File: config.mk
export PLATFORM = sky130hd
export DESIGN_NAME = hmb_engine
export DESIGN_NICKNAME = d
export VERILOG_FILES = /design/src/common/hmb_pkg.sv /design/src/core/hmb_engine.sv
export SDC_FILE = /design/constraint.sdc
export NUM_CORES = 1
export LEC_CHECK = 0
export BUFFER_PORTS_ARGS = -buffer_cell sky130_fd_sc_hd__buf_2
export CAP_MARGIN = 25
export CORE_MARGIN = 10
export CORE_UTILIZATION = 53
export DETAILED_ROUTE_END_ITERATION = 10
export GPL_ROUTABILITY_DRIVEN = 0
export PLACE_DENSITY_LB_ADDON = 0.2
export SLEW_MARGIN = 10
export SYNTH_ARGS = -nofsm -noshare
export SYNTH_HDL_FRONTEND = slang
export SYNTH_SLANG_ARGS = --single-unit
File: constraint.sdc
create_clock -name ref_clk -period 2.4 [get_ports ref_clk]
set_clock_uncertainty 0.05 [all_clocks]
set_input_delay 0.12 -clock ref_clk [delete_from_list [all_inputs] [get_ports ref_clk]]
set_output_delay 0.12 -clock ref_clk [all_outputs]
set_load 0.03 [all_outputs]
File: src/common/hmb_pkg.sv
// Constants and carrier types for the host mailbox command engine.
// Assumes one 40 MHz clock and an asynchronous active-low reset.
//
// Summary of operation
// - Read-buffer command is code 0 with address low/high in mailbox registers 1 and 2.
// - Buffer read returns status in reg0, attribute byte in reg2, data in reg3.
// - Command 1 writes reg3 into buffer at reg1/reg2 address; status returned.
// - Command 2 returns status, cursor address low/high, auxiliary status.
// - Command 3 clears status bits masked by reg3; only bits 7,6,3,1,0.
// - Status returned by the clear command is the value after clearing.
// - Command 4 sends reg3 key code and clears key-buffer-empty bit 5.
// - Command 5 sends pen row from reg1 and field id from reg2.
// - Command 6 presents power-on-reset to control unit; status returned.
// - Command 7 loads trigger data from reg1 and trigger mask from reg2.
// - Trigger bit sets on address match and masked data match.
// - Command 8 loads trigger address from reg1/reg2 and clears trigger bit.
// - Command 9 loads attention mask from reg3; status returned.
// - Attention flag sets when a status bit rises with its mask bit set.
// - Set-terminal-type stores a changed type and issues power-on-reset only when the type changes; status returned.
// - Command C returns attribute page, variable page, current terminal type.
// - Command E returns revision BCD low, high and OEM number.
// - Any host write to the request address sets the command request flag.
// - Engine clears the request flag, executes, writes results back.
// - Flag read gives attention in bit 7, request in bit 6; write clears attention.

package hmb_pkg;

   // Command codes, low nibble of mailbox register 0.
   localparam logic [3:0] CMD_RD_BUF   = 4'h0;
   localparam logic [3:0] CMD_WR_BUF   = 4'h1;
   localparam logic [3:0] CMD_RD_STAT  = 4'h2;
   localparam logic [3:0] CMD_CLR_STAT = 4'h3;
   localparam logic [3:0] CMD_KEY      = 4'h4;
   localparam logic [3:0] CMD_PEN      = 4'h5;
   localparam logic [3:0] CMD_POR      = 4'h6;
   localparam logic [3:0] CMD_TRG_DATA = 4'h7;
   localparam logic [3:0] CMD_TRG_ADDR = 4'h8;
   localparam logic [3:0] CMD_ATTN_MSK = 4'h9;
   localparam logic [3:0] CMD_SET_TYPE = 4'hA;
   localparam logic [3:0] CMD_RD_INFO  = 4'hC;
   localparam logic [3:0] CMD_REV_ID   = 4'hE;

   // Main status bit positions.
   localparam int ST_AUX_CHG  = 7;
   localparam int ST_TRIGGER  = 6;
   localparam int ST_KEY_EMPT = 5;
   localparam int ST_CU_RESET = 3;
   localparam int ST_BUF_MOD  = 1;
   localparam int ST_CUR_LOAD = 0;
   localparam logic [7:0] ST_CLEARABLE = 8'hCB;

   // Flag register bit positions.
   localparam int FLG_ATTN = 7;
   localparam int FLG_REQ  = 6;

   // Reset values.
   localparam logic [7:0]  MAIN_STAT_RST = 8'h20;
   localparam logic [7:0]  ATTN_MSK_RST  = 8'h00;
   localparam logic [7:0]  TERM_TYPE_RST = 8'h00;
   localparam logic [12:0] TRG_ADDR_RST  = 13'h0000;

   // Fixed information answers; the revision and OEM values are arbitrary.
   localparam logic [7:0] ATTR_PAGE  = 8'h10;
   localparam logic [7:0] VAR_PAGE   = 8'h18;
   localparam logic [7:0] REV_LO_BCD = 8'h00;
   localparam logic [7:0] REV_HI_BCD = 8'h01;
   localparam logic [7:0] OEM_NUMBER = 8'h00;

   // Four mailbox bytes travel together.
   typedef struct packed {
      logic [7:0] reg3;
      logic [7:0] reg2;
      logic [7:0] reg1;
      logic [7:0] reg0;
   } hmb_mbox_s;

   // Request towards the display buffer.
   typedef struct packed {
      logic        valid;
      logic        write;
      logic [12:0] addr;
      logic [7:0]  data;
   } hmb_buf_req_s;

endpackage : hmb_pkg

File: src/core/hmb_engine.sv
// Host mailbox command engine: mailbox, flags, command execution, trigger and attention.
// Assumes a buffer memory answering reads in the cycle the request stands, and host
// strobes that are synchronous one-cycle pulses on ref_clk.
`timescale 1ns/1ps
`default_nettype none

module hmb_engine (
   input  wire logic                  ref_clk,
   input  wire logic                  arst_n,
   input  wire logic                  mbox_wr,
   input  wire logic [1:0]            mbox_wr_idx,
   input  wire logic [7:0]            mbox_wr_data,
   input  wire logic                  req_wr,
   input  wire logic                  flag_wr,
   input  wire logic [7:0]            buf_rd_data,
   input  wire logic [7:0]            attr_rd_data,
   input  wire logic [7:0]            aux_status,
   input  wire logic [12:0]           cursor_addr,
   input  wire logic                  cu_reset_evt,
   input  wire logic                  aux_chg_evt,
   input  wire logic                  cursor_load_evt,
   output hmb_pkg::hmb_mbox_s         mailbox_q,
   output logic [7:0]                 flag_reg_q,
   output hmb_pkg::hmb_buf_req_s      buf_req_q,
   output logic                       key_send_q,
   output logic [7:0]                 key_code_q,
   output logic                       pen_send_q,
   output logic [7:0]                 pen_row_q,
   output logic [7:0]                 pen_field_q,
   output logic                       por_send_q,
   output logic [7:0]                 term_type_q,
   output logic [7:0]                 main_stat_q
);

   typedef enum logic [1:0] {HMB_IDLE, HMB_EXEC, HMB_RDWAIT} hmb_state_e;

   hmb_state_e  state_q;
   logic        req_q;
   logic        attn_q;
   logic [7:0]  attn_msk_q;
   logic [7:0]  trg_data_q;
   logic [7:0]  trg_msk_q;
   logic [12:0] trg_addr_q;
   logic [7:0]  stat_d;
   logic [7:0]  stat_set;
   logic [7:0]  stat_prev_q;
   logic [12:0] mb_addr;
   logic        buf_wr_match;
   logic        cmd_start;

   assign mb_addr   = {mailbox_q.reg2[4:0], mailbox_q.reg1};
   assign cmd_start = (state_q == HMB_IDLE) && req_q;

   // Trigger compares each buffer write against the loaded address and masked data.
   assign buf_wr_match = buf_req_q.valid && buf_req_q.write && (buf_req_q.addr == trg_addr_q)
                         && (((buf_req_q.data ^ trg_data_q) & trg_msk_q) == 8'h00);

   ////////////////////////////////////////////////////////////////////////////
   // Command request flag: a host write sets it, the engine clears it on pickup.
   // The set wins so that a request arriving during pickup is not lost.
   always_ff @(posedge ref_clk or negedge arst_n) begin
      if (!arst_n) begin
         req_q <= 1'b0;
      end else if (req_wr) begin
         req_q <= 1'b1;
      end else if (cmd_start) begin
         req_q <= 1'b0;
      end
   end

   ////////////////////////////////////////////////////////////////////////////
   // Engine sequencing: idle polls the flag, execute one cycle, buffer reads wait.
   always_ff @(posedge ref_clk or negedge arst_n) begin
      if (!arst_n) begin
         state_q <= HMB_IDLE;
      end else begin
         unique case (state_q)
            HMB_IDLE: begin
               if (req_q) begin
                  state_q <= HMB_EXEC;
               end
            end
            HMB_EXEC: begin
               state_q <= (mailbox_q.reg0[3:0] == hmb_pkg::CMD_RD_BUF) ? HMB_RDWAIT : HMB_IDLE;
            end
            HMB_RDWAIT: begin
               state_q <= HMB_IDLE;
            end
         endcase
      end
   end

   ////////////////////////////////////////////////////////////////////////////
   // Status bits raised by hardware this cycle; kept as one vector so a clear can be checked against it.
   always_comb begin
      stat_set                       = 8'h00;
      stat_set[hmb_pkg::ST_TRIGGER]  = buf_wr_match;
      stat_set[hmb_pkg::ST_BUF_MOD]  = buf_req_q.valid && buf_req_q.write;
      stat_set[hmb_pkg::ST_CU_RESET] = cu_reset_evt;
      stat_set[hmb_pkg::ST_AUX_CHG]  = aux_chg_evt;
      stat_set[hmb_pkg::ST_CUR_LOAD] = cursor_load_evt;
   end

   // Next main status: hardware events set bits, commands clear them; sets win.
   always_comb begin
      stat_d = main_stat_q;
      if (state_q == HMB_EXEC) begin
         unique case (mailbox_q.reg0[3:0])
            hmb_pkg::CMD_CLR_STAT: stat_d = stat_d & ~(mailbox_q.reg3 & hmb_pkg::ST_CLEARABLE);
            hmb_pkg::CMD_KEY:      stat_d[hmb_pkg::ST_KEY_EMPT] = 1'b0;
            hmb_pkg::CMD_TRG_ADDR: stat_d[hmb_pkg::ST_TRIGGER] = 1'b0;
            default:               stat_d = main_stat_q;
         endcase
      end
      // A set in the same cycle as a clear must win, or an event would be lost.
      stat_d = stat_d | stat_set;
   end

   // Main status register and its previous value for rise detection.
   always_ff @(posedge ref_clk or negedge arst_n) begin
      if (!arst_n) begin
         main_stat_q <= hmb_pkg::MAIN_STAT_RST;
         stat_prev_q <= hmb_pkg::MAIN_STAT_RST;
      end else begin
         main_stat_q <= stat_d;
         stat_prev_q <= main_stat_q;
      end
   end

   ////////////////////////////////////////////////////////////////////////////
   // Attention flag: a masked rising status bit sets it, a flag write clears it.
   always_ff @(posedge ref_clk or negedge arst_n) begin
      if (!arst_n) begin
         attn_q <= 1'b0;
      end else if (|(main_stat_q & ~stat_prev_q & attn_msk_q)) begin
         attn_q <= 1'b1;
      end else if (flag_wr) begin
         attn_q <= 1'b0;
      end
   end

   // Flag register image; low six bits read as zero.
   always_ff @(posedge ref_clk or negedge arst_n) begin
      if (!arst_n) begin
         flag_reg_q <= 8'h00;
      end else begin
         flag_reg_q <= {attn_q, req_q, 6'b00_0000};
      end
   end

   ////////////////////////////////////////////////////////////////////////////
   // Configuration registers loaded by commands.
   always_ff @(posedge ref_clk or negedge arst_n) begin
      if (!arst_n) begin
         trg_data_q  <= 8'h00;
         trg_msk_q   <= 8'h00;
         trg_addr_q  <= hmb_pkg::TRG_ADDR_RST;
         attn_msk_q  <= hmb_pkg::ATTN_MSK_RST;
         term_type_q <= hmb_pkg::TERM_TYPE_RST;
      end else if (state_q == HMB_EXEC) begin
         unique case (mailbox_q.reg0[3:0])
            hmb_pkg::CMD_TRG_DATA: begin
               trg_data_q <= mailbox_q.reg1;
               trg_msk_q  <= mailbox_q.reg2;
            end
            hmb_pkg::CMD_TRG_ADDR: trg_addr_q <= mb_addr;
            hmb_pkg::CMD_ATTN_MSK: attn_msk_q <= mailbox_q.reg3;
            hmb_pkg::CMD_SET_TYPE: begin
               if (mailbox_q.reg3 != term_type_q) begin
                  term_type_q <= mailbox_q.reg3;
               end
            end
            default: term_type_q <= term_type_q;
         endcase
      end
   end

   ////////////////////////////////////////////////////////////////////////////
   // One-cycle commands towards the buffer and the control-unit link.
   always_ff @(posedge ref_clk or negedge arst_n) begin
      if (!arst_n) begin
         buf_req_q   <= '0;
         key_send_q  <= 1'b0;
         key_code_q  <= 8'h00;
         pen_send_q  <= 1'b0;
         pen_row_q   <= 8'h00;
         pen_field_q <= 8'h00;
         por_send_q  <= 1'b0;
      end else begin
         buf_req_q.valid <= 1'b0;
         key_send_q      <= 1'b0;
         pen_send_q      <= 1'b0;
         por_send_q      <= 1'b0;
         if (state_q == HMB_EXEC) begin
            unique case (mailbox_q.reg0[3:0])
               hmb_pkg::CMD_RD_BUF: begin
                  buf_req_q <= '{valid: 1'b1, write: 1'b0, addr: mb_addr, data: 8'h00};
               end
               hmb_pkg::CMD_WR_BUF: begin
                  buf_req_q <= '{valid: 1'b1, write: 1'b1, addr: mb_addr, data: mailbox_q.reg3};
               end
               hmb_pkg::CMD_KEY: begin
                  key_send_q <= 1'b1;
                  key_code_q <= mailbox_q.reg3;
               end
               hmb_pkg::CMD_PEN: begin
                  pen_send_q  <= 1'b1;
                  pen_row_q   <= mailbox_q.reg1;
                  pen_field_q <= mailbox_q.reg2;
               end
               hmb_pkg::CMD_POR: por_send_q <= 1'b1;
               hmb_pkg::CMD_SET_TYPE: por_send_q <= (mailbox_q.reg3 != term_type_q);
               default: por_send_q <= 1'b0;
            endcase
         end
      end
   end

   ////////////////////////////////////////////////////////////////////////////
   // Mailbox: host writes load bytes; the engine writes results back.
   // Results use the post-update status so a clear is visible in the answer.
   always_ff @(posedge ref_clk or negedge arst_n) begin
      if (!arst_n) begin
         mailbox_q <= '0;
      end else if (state_q == HMB_EXEC) begin
         mailbox_q.reg0 <= stat_d;
         unique case (mailbox_q.reg0[3:0])
            hmb_pkg::CMD_RD_STAT: begin
               mailbox_q.reg1 <= cursor_addr[7:0];
               mailbox_q.reg2 <= {3'b000, cursor_addr[12:8]};
               mailbox_q.reg3 <= aux_status;
            end
            hmb_pkg::CMD_RD_INFO: begin
               mailbox_q.reg1 <= hmb_pkg::ATTR_PAGE;
               mailbox_q.reg2 <= hmb_pkg::VAR_PAGE;
               mailbox_q.reg3 <= term_type_q;
            end
            hmb_pkg::CMD_REV_ID: begin
               mailbox_q.reg1 <= hmb_pkg::REV_LO_BCD;
               mailbox_q.reg2 <= hmb_pkg::REV_HI_BCD;
               mailbox_q.reg3 <= hmb_pkg::OEM_NUMBER;
            end
            default: mailbox_q.reg1 <= mailbox_q.reg1;
         endcase
      end else if (state_q == HMB_RDWAIT) begin
         mailbox_q.reg0 <= stat_d;
         mailbox_q.reg2 <= attr_rd_data;
         mailbox_q.reg3 <= buf_rd_data;
      end else if (mbox_wr) begin
         unique case (mbox_wr_idx)
            2'd0: mailbox_q.reg0 <= mbox_wr_data;
            2'd1: mailbox_q.reg1 <= mbox_wr_data;
            2'd2: mailbox_q.reg2 <= mbox_wr_data;
            2'd3: mailbox_q.reg3 <= mbox_wr_data;
         endcase
      end
   end

   ////////////////////////////////////////////////////////////////////////////
   // Checks kept beside the logic.
   property p_req_set;
      @(posedge ref_clk) disable iff (!arst_n) req_wr |=> req_q;
   endproperty
   a_req_set: assert property (p_req_set) else $error("request flag not set");

   property p_req_taken;
      @(posedge ref_clk) disable iff (!arst_n)
         (state_q == HMB_IDLE && req_q && !req_wr) |=> (!req_q && state_q == HMB_EXEC);
   endproperty
   a_req_taken: assert property (p_req_taken) else $error("request not taken");

   property p_clear_after;
      @(posedge ref_clk) disable iff (!arst_n)
         (state_q == HMB_EXEC && mailbox_q.reg0[3:0] == hmb_pkg::CMD_CLR_STAT)
         |=> ((mailbox_q.reg0 & $past(mailbox_q.reg3 & hmb_pkg::ST_CLEARABLE & ~stat_set)) == 8'h00);
   endproperty
   a_clear_after: assert property (p_clear_after) else $error("cleared bit returned set");

   property p_key_empty;
      @(posedge ref_clk) disable iff (!arst_n)
         (state_q == HMB_EXEC && mailbox_q.reg0[3:0] == hmb_pkg::CMD_KEY)
         |=> (key_send_q && !main_stat_q[hmb_pkg::ST_KEY_EMPT]);
   endproperty
   a_key_empty: assert property (p_key_empty) else $error("key empty not cleared");

   property p_trigger;
      @(posedge ref_clk) disable iff (!arst_n) buf_wr_match |=> main_stat_q[hmb_pkg::ST_TRIGGER];
   endproperty
   a_trigger: assert property (p_trigger) else $error("trigger not set");

   property p_attn;
      @(posedge ref_clk) disable iff (!arst_n)
         (|(main_stat_q & ~stat_prev_q & attn_msk_q)) |=> ##1 flag_reg_q[hmb_pkg::FLG_ATTN];
   endproperty
   a_attn: assert property (p_attn) else $error("attention not raised");

   property p_flag_zero;
      @(posedge ref_clk) disable iff (!arst_n) flag_reg_q[5:0] == 6'h00;
   endproperty
   a_flag_zero: assert property (p_flag_zero) else $error("flag low bits nonzero");

   property p_read_done;
      @(posedge ref_clk) disable iff (!arst_n)
         (state_q == HMB_RDWAIT) |=> (mailbox_q.reg3 == $past(buf_rd_data)
                                      && mailbox_q.reg2 == $past(attr_rd_data));
   endproperty
   a_read_done: assert property (p_read_done) else $error("read result wrong");

   property p_type_por;
      @(posedge ref_clk) disable iff (!arst_n)
         (state_q == HMB_EXEC && mailbox_q.reg0[3:0] == hmb_pkg::CMD_SET_TYPE
          && mailbox_q.reg3 != term_type_q) |=> (por_send_q && term_type_q == $past(mailbox_q.reg3));
   endproperty
   a_type_por: assert property (p_type_por) else $error("terminal type change missed");

   property p_write_req;
      @(posedge ref_clk) disable iff (!arst_n)
         (state_q == HMB_EXEC && mailbox_q.reg0[3:0] == hmb_pkg::CMD_WR_BUF)
         |=> (buf_req_q.valid && buf_req_q.write && buf_req_q.addr == $past(mb_addr)
              && buf_req_q.data == $past(mailbox_q.reg3));
   endproperty
   a_write_req: assert property (p_write_req) else $error("buffer write request wrong");

   property p_status_cmd;
      @(posedge ref_clk) disable iff (!arst_n)
         (state_q == HMB_EXEC && mailbox_q.reg0[3:0] == hmb_pkg::CMD_RD_STAT)
         |=> (mailbox_q.reg1 == $past(cursor_addr[7:0]) && mailbox_q.reg3 == $past(aux_status));
   endproperty
   a_status_cmd: assert property (p_status_cmd) else $error("status answer wrong");

   property p_trg_addr;
      @(posedge ref_clk) disable iff (!arst_n)
         (state_q == HMB_EXEC && mailbox_q.reg0[3:0] == hmb_pkg::CMD_TRG_ADDR && !buf_wr_match)
         |=> (!main_stat_q[hmb_pkg::ST_TRIGGER] && trg_addr_q == $past(mb_addr));
   endproperty
   a_trg_addr: assert property (p_trg_addr) else $error("trigger address load wrong");

   property p_attn_mask;
      @(posedge ref_clk) disable iff (!arst_n)
         (state_q == HMB_EXEC && mailbox_q.reg0[3:0] == hmb_pkg::CMD_ATTN_MSK)
         |=> (attn_msk_q == $past(mailbox_q.reg3));
   endproperty
   a_attn_mask: assert property (p_attn_mask) else $error("attention mask not loaded");

   property p_undef;
      @(posedge ref_clk) disable iff (!arst_n)
         (state_q == HMB_EXEC && mailbox_q.reg0[3:0] inside {4'hB, 4'hD, 4'hF})
         |=> (mailbox_q.reg1 == $past(mailbox_q.reg1) && mailbox_q.reg2 == $past(mailbox_q.reg2)
              && mailbox_q.reg3 == $past(mailbox_q.reg3));
   endproperty
   a_undef: assert property (p_undef) else $error("undefined command touched arguments");

endmodule : hmb_engine

`default_nettype wire

== Word level (Yosys, flattened, before mapping) ==
Index checks and enable logic that the tools add are counted.

* Flip-flop bits (word level): 149
* Output and inout bits: 106

* Equal/unequal tests: 22
* Mux-type cells: 31
* Bitwise operators: 8
* Reductions and logical operators: 29

{| class="wikitable"
|+ Operator list
! operator !! count
|-
| $mux 32 || 2
|-
| $mux 8 || 7
|-
| $pmux 16 s3 || 1
|-
| $pmux 23 s2 || 1
|-
| $and 8x8->8 || 4
|-
| $pmux 8 s3 || 1
|-
| $mux 23 || 1
|-
| $eq 4x4->1 const B || 5
|-
| $eq 4x3->1 const B || 4
|-
| $mux 16 || 1
|-
| $not 8->8 || 2
|-
| $reduce_and 2->1 || 7
|-
| $eq 13x13->1 || 1
|-
| $reduce_bool 3->1 || 4
|-
| $mux 1 || 10
|-
| $reduce_bool 2->1 || 5
|-
| $reduce_and 3->1 || 3
|-
| $eq 4x2->1 const B || 2
|-
| $logic_not 8->1 || 1
|-
| $ne 8x8->1 || 1
|-
| $or 8x8->8 || 1
|-
| $reduce_or 8->1 || 1
|-
| $xor 8x8->8 || 1
|-
| $eq 2x2->1 const B || 3
|-
| other kinds (12) || 21
|}

== Depth between registers and ports, before layout ==
* Depth in word-level cells: 7
* Mapped depth: 9

== Worst setup path before layout ==
OpenSTA, ideal clock, no wires.

* Path type: register -> register
* Start: register mailbox_q[3] in the netlist's numbering
* End: register mailbox_q[10] in the netlist's numbering
* Arrival: 2042 ps
* Data required time: 2225 ps
* Setup slack: 183 ps
* Stages on the path, launching flop included: 8
* Period minus slack after synthesis: 2217 ps
* Cells stage by stage: dfrtp_1 > buf_6 > or3b_1 > a21oi_2 > nor2_2 > or3_1 > buf_6 > mux2_4

* Longest elaborated chain between the ends: 3
* Elaborated cells on any way between the ends: 7
* Those cells by class: eq/ne (4); mux (2); reduce/logical (1)

{| class="wikitable"
|+ Ends and longest elaborated chain
! what !! RTL line !! text
|-
| from (decl) || hmb_engine.sv:22 || <nowiki>output hmb_pkg::hmb_mbox_s mailbox_q,</nowiki>
|-
| $eq 4x4->1 or $eq 4x2->1 (tied branches) || hmb_engine.sv:227 || <nowiki>unique case (mailbox_q.reg0[3:0])</nowiki>
|-
| $ne 4x1->1 (no line) or $pmux 8 s3 (tied branches) || n/a ||
|-
| $reduce_and 4->1 (no line) or $mux 32 (tied branches) || n/a ||
|}

Parallel ways exist; a longest one is shown, timed or not.
A chain may end at the register's enable or synchronous reset.

== Final worst setup path ==
* Start: register mailbox_q[2] in the netlist's numbering
* End: register mailbox_q[14] in the netlist's numbering

Same word-level chain as after synthesis.

==> summary.txt <==
Run status
  • Status: finished, final reports clean

Global route
  • Congestion Overflow GR: 0
  • Number of global-route vias before repair: between 5k and 6k
  • GRT Total Usage: between 20% and 30%
  • First-pass GRT wire length: roughly 29000 um
  • Largest net degree at the start of global routing: 67
  • Antenna violations before repair: 0

Placed design
  • Post-place setup slack: 0.292 ns
  • Port Buf Inserts: roughly 150
  • HPWL Detailed: about 14000 um
  • Inst Count DP: around 840

Clock tree
  • Skew-Pair Late Insertion Delay: 0.42 ns
  • CTS sink cnt: 143
  • CTS buffer count: 17
  • CTS Buffer Depth: 2
  • CTS Root Cell: clkbuf_16
  • Setup repair bufs after CTS: 0
  • Clock transition at the registers of the reported paths: about 0.060 ns
  • CTS tree: yes
  • H-tree levels: 4

Power
  • Sw Pwr: ~5.4 mW
  • Sequential power share: between 30% and 40%
  • Power Density: ~1500 nW/um2
  • Clock share of power: between 10% and 20%
  • Combinational Power Share: 45.9%
  • Internal power: a little over 7 mW
  • Maximum vdd drop: between 0.8 and 0.9 mV
  • Net Sw Frac: approximately 43%
  • P_leak: between 4 and 5 nW

STA
  • Slew Limit Fails: 0
  • Fmax: ~470 MHz
  • Slew margin rel.: about half
  • Unrepaired setup endpoints after global routing: no
  • TNS Setup: 0 ns
  • Hold Slack: approximately 0.013 ns
  • Crit path time final: about 2.1 ns
  • Post-layout worst setup margin: 0.272 ns
  • Worst-margin pin slew: around 0.75 ns
  • Final hold vios: 0
  • Tcrit/Tclk final: roughly nine tenths
  • Endpoints failing setup: 0

Detailed routing
  • 1st-iter DRT viols: roughly 320
  • Met2 wire len: 8820 um
  • Met3 WL: 1370 um
  • Routed WL per cell: ~21 um
  • DR top layer: met4
  • Met1 wire length: roughly 7600 um
  • ANT nets after route: 0
  • DRT Pass-1 Iters: 4
  • DRC Markers: 0
  • Routed via count: 4973
  • Final WL: around 18000 um
  • Vias per cell: roughly 5.6

Cells and area
  • Ant. Diodes: 0
  • Layout net count: 788
  • Fin cells: 889
  • Layout cells sized above 1: between 40% and 50%
  • Fill cell count: 911
  • Syn-to-layout area delta: 27.4%
  • Fin util: 68.4%

Min path
  • Min-delay worst type: primary input to flop

Yosys
  • Syn Area/Cell: around 12 um2
  • Count of warnings emitted by yosys: 0
  • Cell variety after synth: 51
  • Seq/Total Area, Yosys: 56.0%
  • Synth Flop Type: dfrtp_1
  • Mapped Area: approximately 6400 um2
  • Synthesized flop and latch total: around 140
  • Synth Instances: approximately 540
  • EDFF count, synth: 0
  • Async SR Flop Fraction: between 90% and 100%

Floorplanning
  • Chip width: 130 um
  • Die footprint: about 17000 um2
  • Starting Density: a little over half
  • Die H: around 130 um
  • I/O pins: between 150 and 200
  • Core region area: 11900 um2
  • Row count: 40

Worst setup path
  • Element type at the critical path end: flop
  • R2r setup slk: roughly 0.27 ns
  • Startpoint types: flop
  • Worst EP arrival: 2.38 ns
  • CP Class: flop to flop
  • CP required: 2.65 ns
  • Top fanout value on the critical path: 8

Flow run
  • Maxcap violations: 0
## worst max-delay path, stage by stage (launching register included)
cell and delay [ns]:
dfrtp_1 0.37, or3b_1 0.39, a21oi_2 0.19, nor2_2 0.07, or3_1 0.56, mux2_4 0.37
## cells by family after synthesis
group                    synth area share [%]
AO/OA/AOI/OAI                            9.12
XOR/XNOR                                 3.97
adder cells (fa/ha/maj)                 0.587
buffers and inverters                    3.72
flip-flops                               56.0
multiplexers                             16.0
other                                  0.0586
AND/OR/NAND/NOR                          10.5
## power groups by stage
stage               Sequential (mW)  Combinational, mW  Clock (mW)
floorplan                      5.48               2.76           0
global placement               4.32               5.66           0
detailed placement             4.37               5.76           0
CTS                            4.34               5.82        2.50
global route                   4.48               6.23        2.61
finish                         4.35               5.79        2.48
## Yosys cell counts (all sizes together), types with 2 or more instances
| cell type | number | area [um2] |
|---|---|---|
| xnor2 | 13 | 114 |
| nand2b | 4 | 25.0 |
| nand3b | 5 | 37.5 |
| nor3b | 2 | 15.0 |
| mux2 | 83 | 965 |
| nand2 | 69 | 259 |
| a22o | 10 | 87.6 |
| o22ai | 4 | 25.0 |
| nand3 | 2 | 10.0 |
| clkbuf | 12 | 55.1 |
| xor2 | 16 | 140 |
| inv | 11 | 41.3 |
| dfrtp | 141 | 3530 |
| mux2i | 6 | 60.1 |
| and2 | 2 | 13.8 |
| or3 | 2 | 12.5 |
| a21oi | 21 | 109 |
| o21ai | 20 | 100 |
| nor2b | 7 | 43.8 |
| a211oi | 2 | 15.0 |
| buf | 19 | 141 |
| nand4 | 9 | 56.3 |
| nor3 | 3 | 26.3 |
| ha | 3 | 37.5 |
| dfstp | 2 | 52.6 |
| a21o | 5 | 37.5 |
| nor2 | 31 | 119 |
| nor4 | 4 | 31.3 |
| o2bb2ai | 9 | 78.8 |
| a221oi | 9 | 78.8 |
## per-stage QoR
stage / area [um2] / total power, mW
after global placement: 7420 / 9.99
final: 8150 / 12.6
after global routing: 8150 / 13.3
after floorplan: 6420 / 8.24
after detailed placement: 7420 / 10.1
after CTS: 8140 / 12.7
## worst paths after layout
path | start | endpoint | cells after the start
setup / recovery | mailbox_q[2] | mailbox_q[14] | 5
setup reg to reg | mailbox_q[2] | mailbox_q[14] | 5
min in group asynchronous | arst_n | pen_row_q[2] | 2
hold / removal | mbox_wr_data[7] | mailbox_q[7] | 3
hold reg to reg | main_stat_q[5] | stat_prev_q[5] | 0
max in group asynchronous | arst_n | main_stat_q[5] | 3
## flip-flops by register name (all words and copies together) (netlist names)
name and cells:
attn_q 1, req_q 1, main_stat_q 6, trg_msk_q 8, flag_reg_q 2, key_code_q 8
buf_req_q 23, attn_msk_q 6, trg_addr_q 13, mailbox_q 32, pen_send_q 1, key_send_q 1
trg_data_q 8, pen_row_q 8, term_type_q 8, stat_prev_q 6, por_send_q 1, pen_field_q 8
state_q 2
## final cells by class
cell class                      count  area, um2  area share (%)
Sequential cell                   143       3580            44.0
Inverter                           11       45.0           0.553
Clock inverter                      6       57.6           0.707
Tap cell                          147        184            2.26
Multi-Input combinational cell    358       2610            32.0
Timing Repair Buffer              199       1170            14.4
Clock buffer                       25        495            6.08
## cell usage in the layout (no fill, tap or decap), drive strengths merged, types with 3 or more instances in the layout
cell and n:
o21ai 20, a21o 5, mux2 83, mux2i 6, nand3b 5, nand2 69
nor2b 7, inv 10, o2bb2ai 9, nor2 31, a21oi 21, clkbuf 25
buf 182, conb 8, xnor2 13, nor4 4, o22ai 4, xor2 16
a221oi 9, ha 3, nor3 3, nand2b 4, dfrtp 141, dlygate4sd3 17
a22o 10, clkinv 4, nand4 9
## layer usage
layer | global-route usage, % | vias to the layer above
li1 | - | 2269
met1 | 26.6 | 2486
met2 | 36.2 | 179
met3 | 6.86 | 39
met4 | 10.3 | 0
met5 | 0 | -
## timing repair
item,4_1_cts,5_1_grt
hold buffers,17,0
endpoints found under the setup margin,0,2
hold endpoints to repair,79,0
gates resized for setup,0,1
No activity file was read; power rests on OpenSTA's default activity.
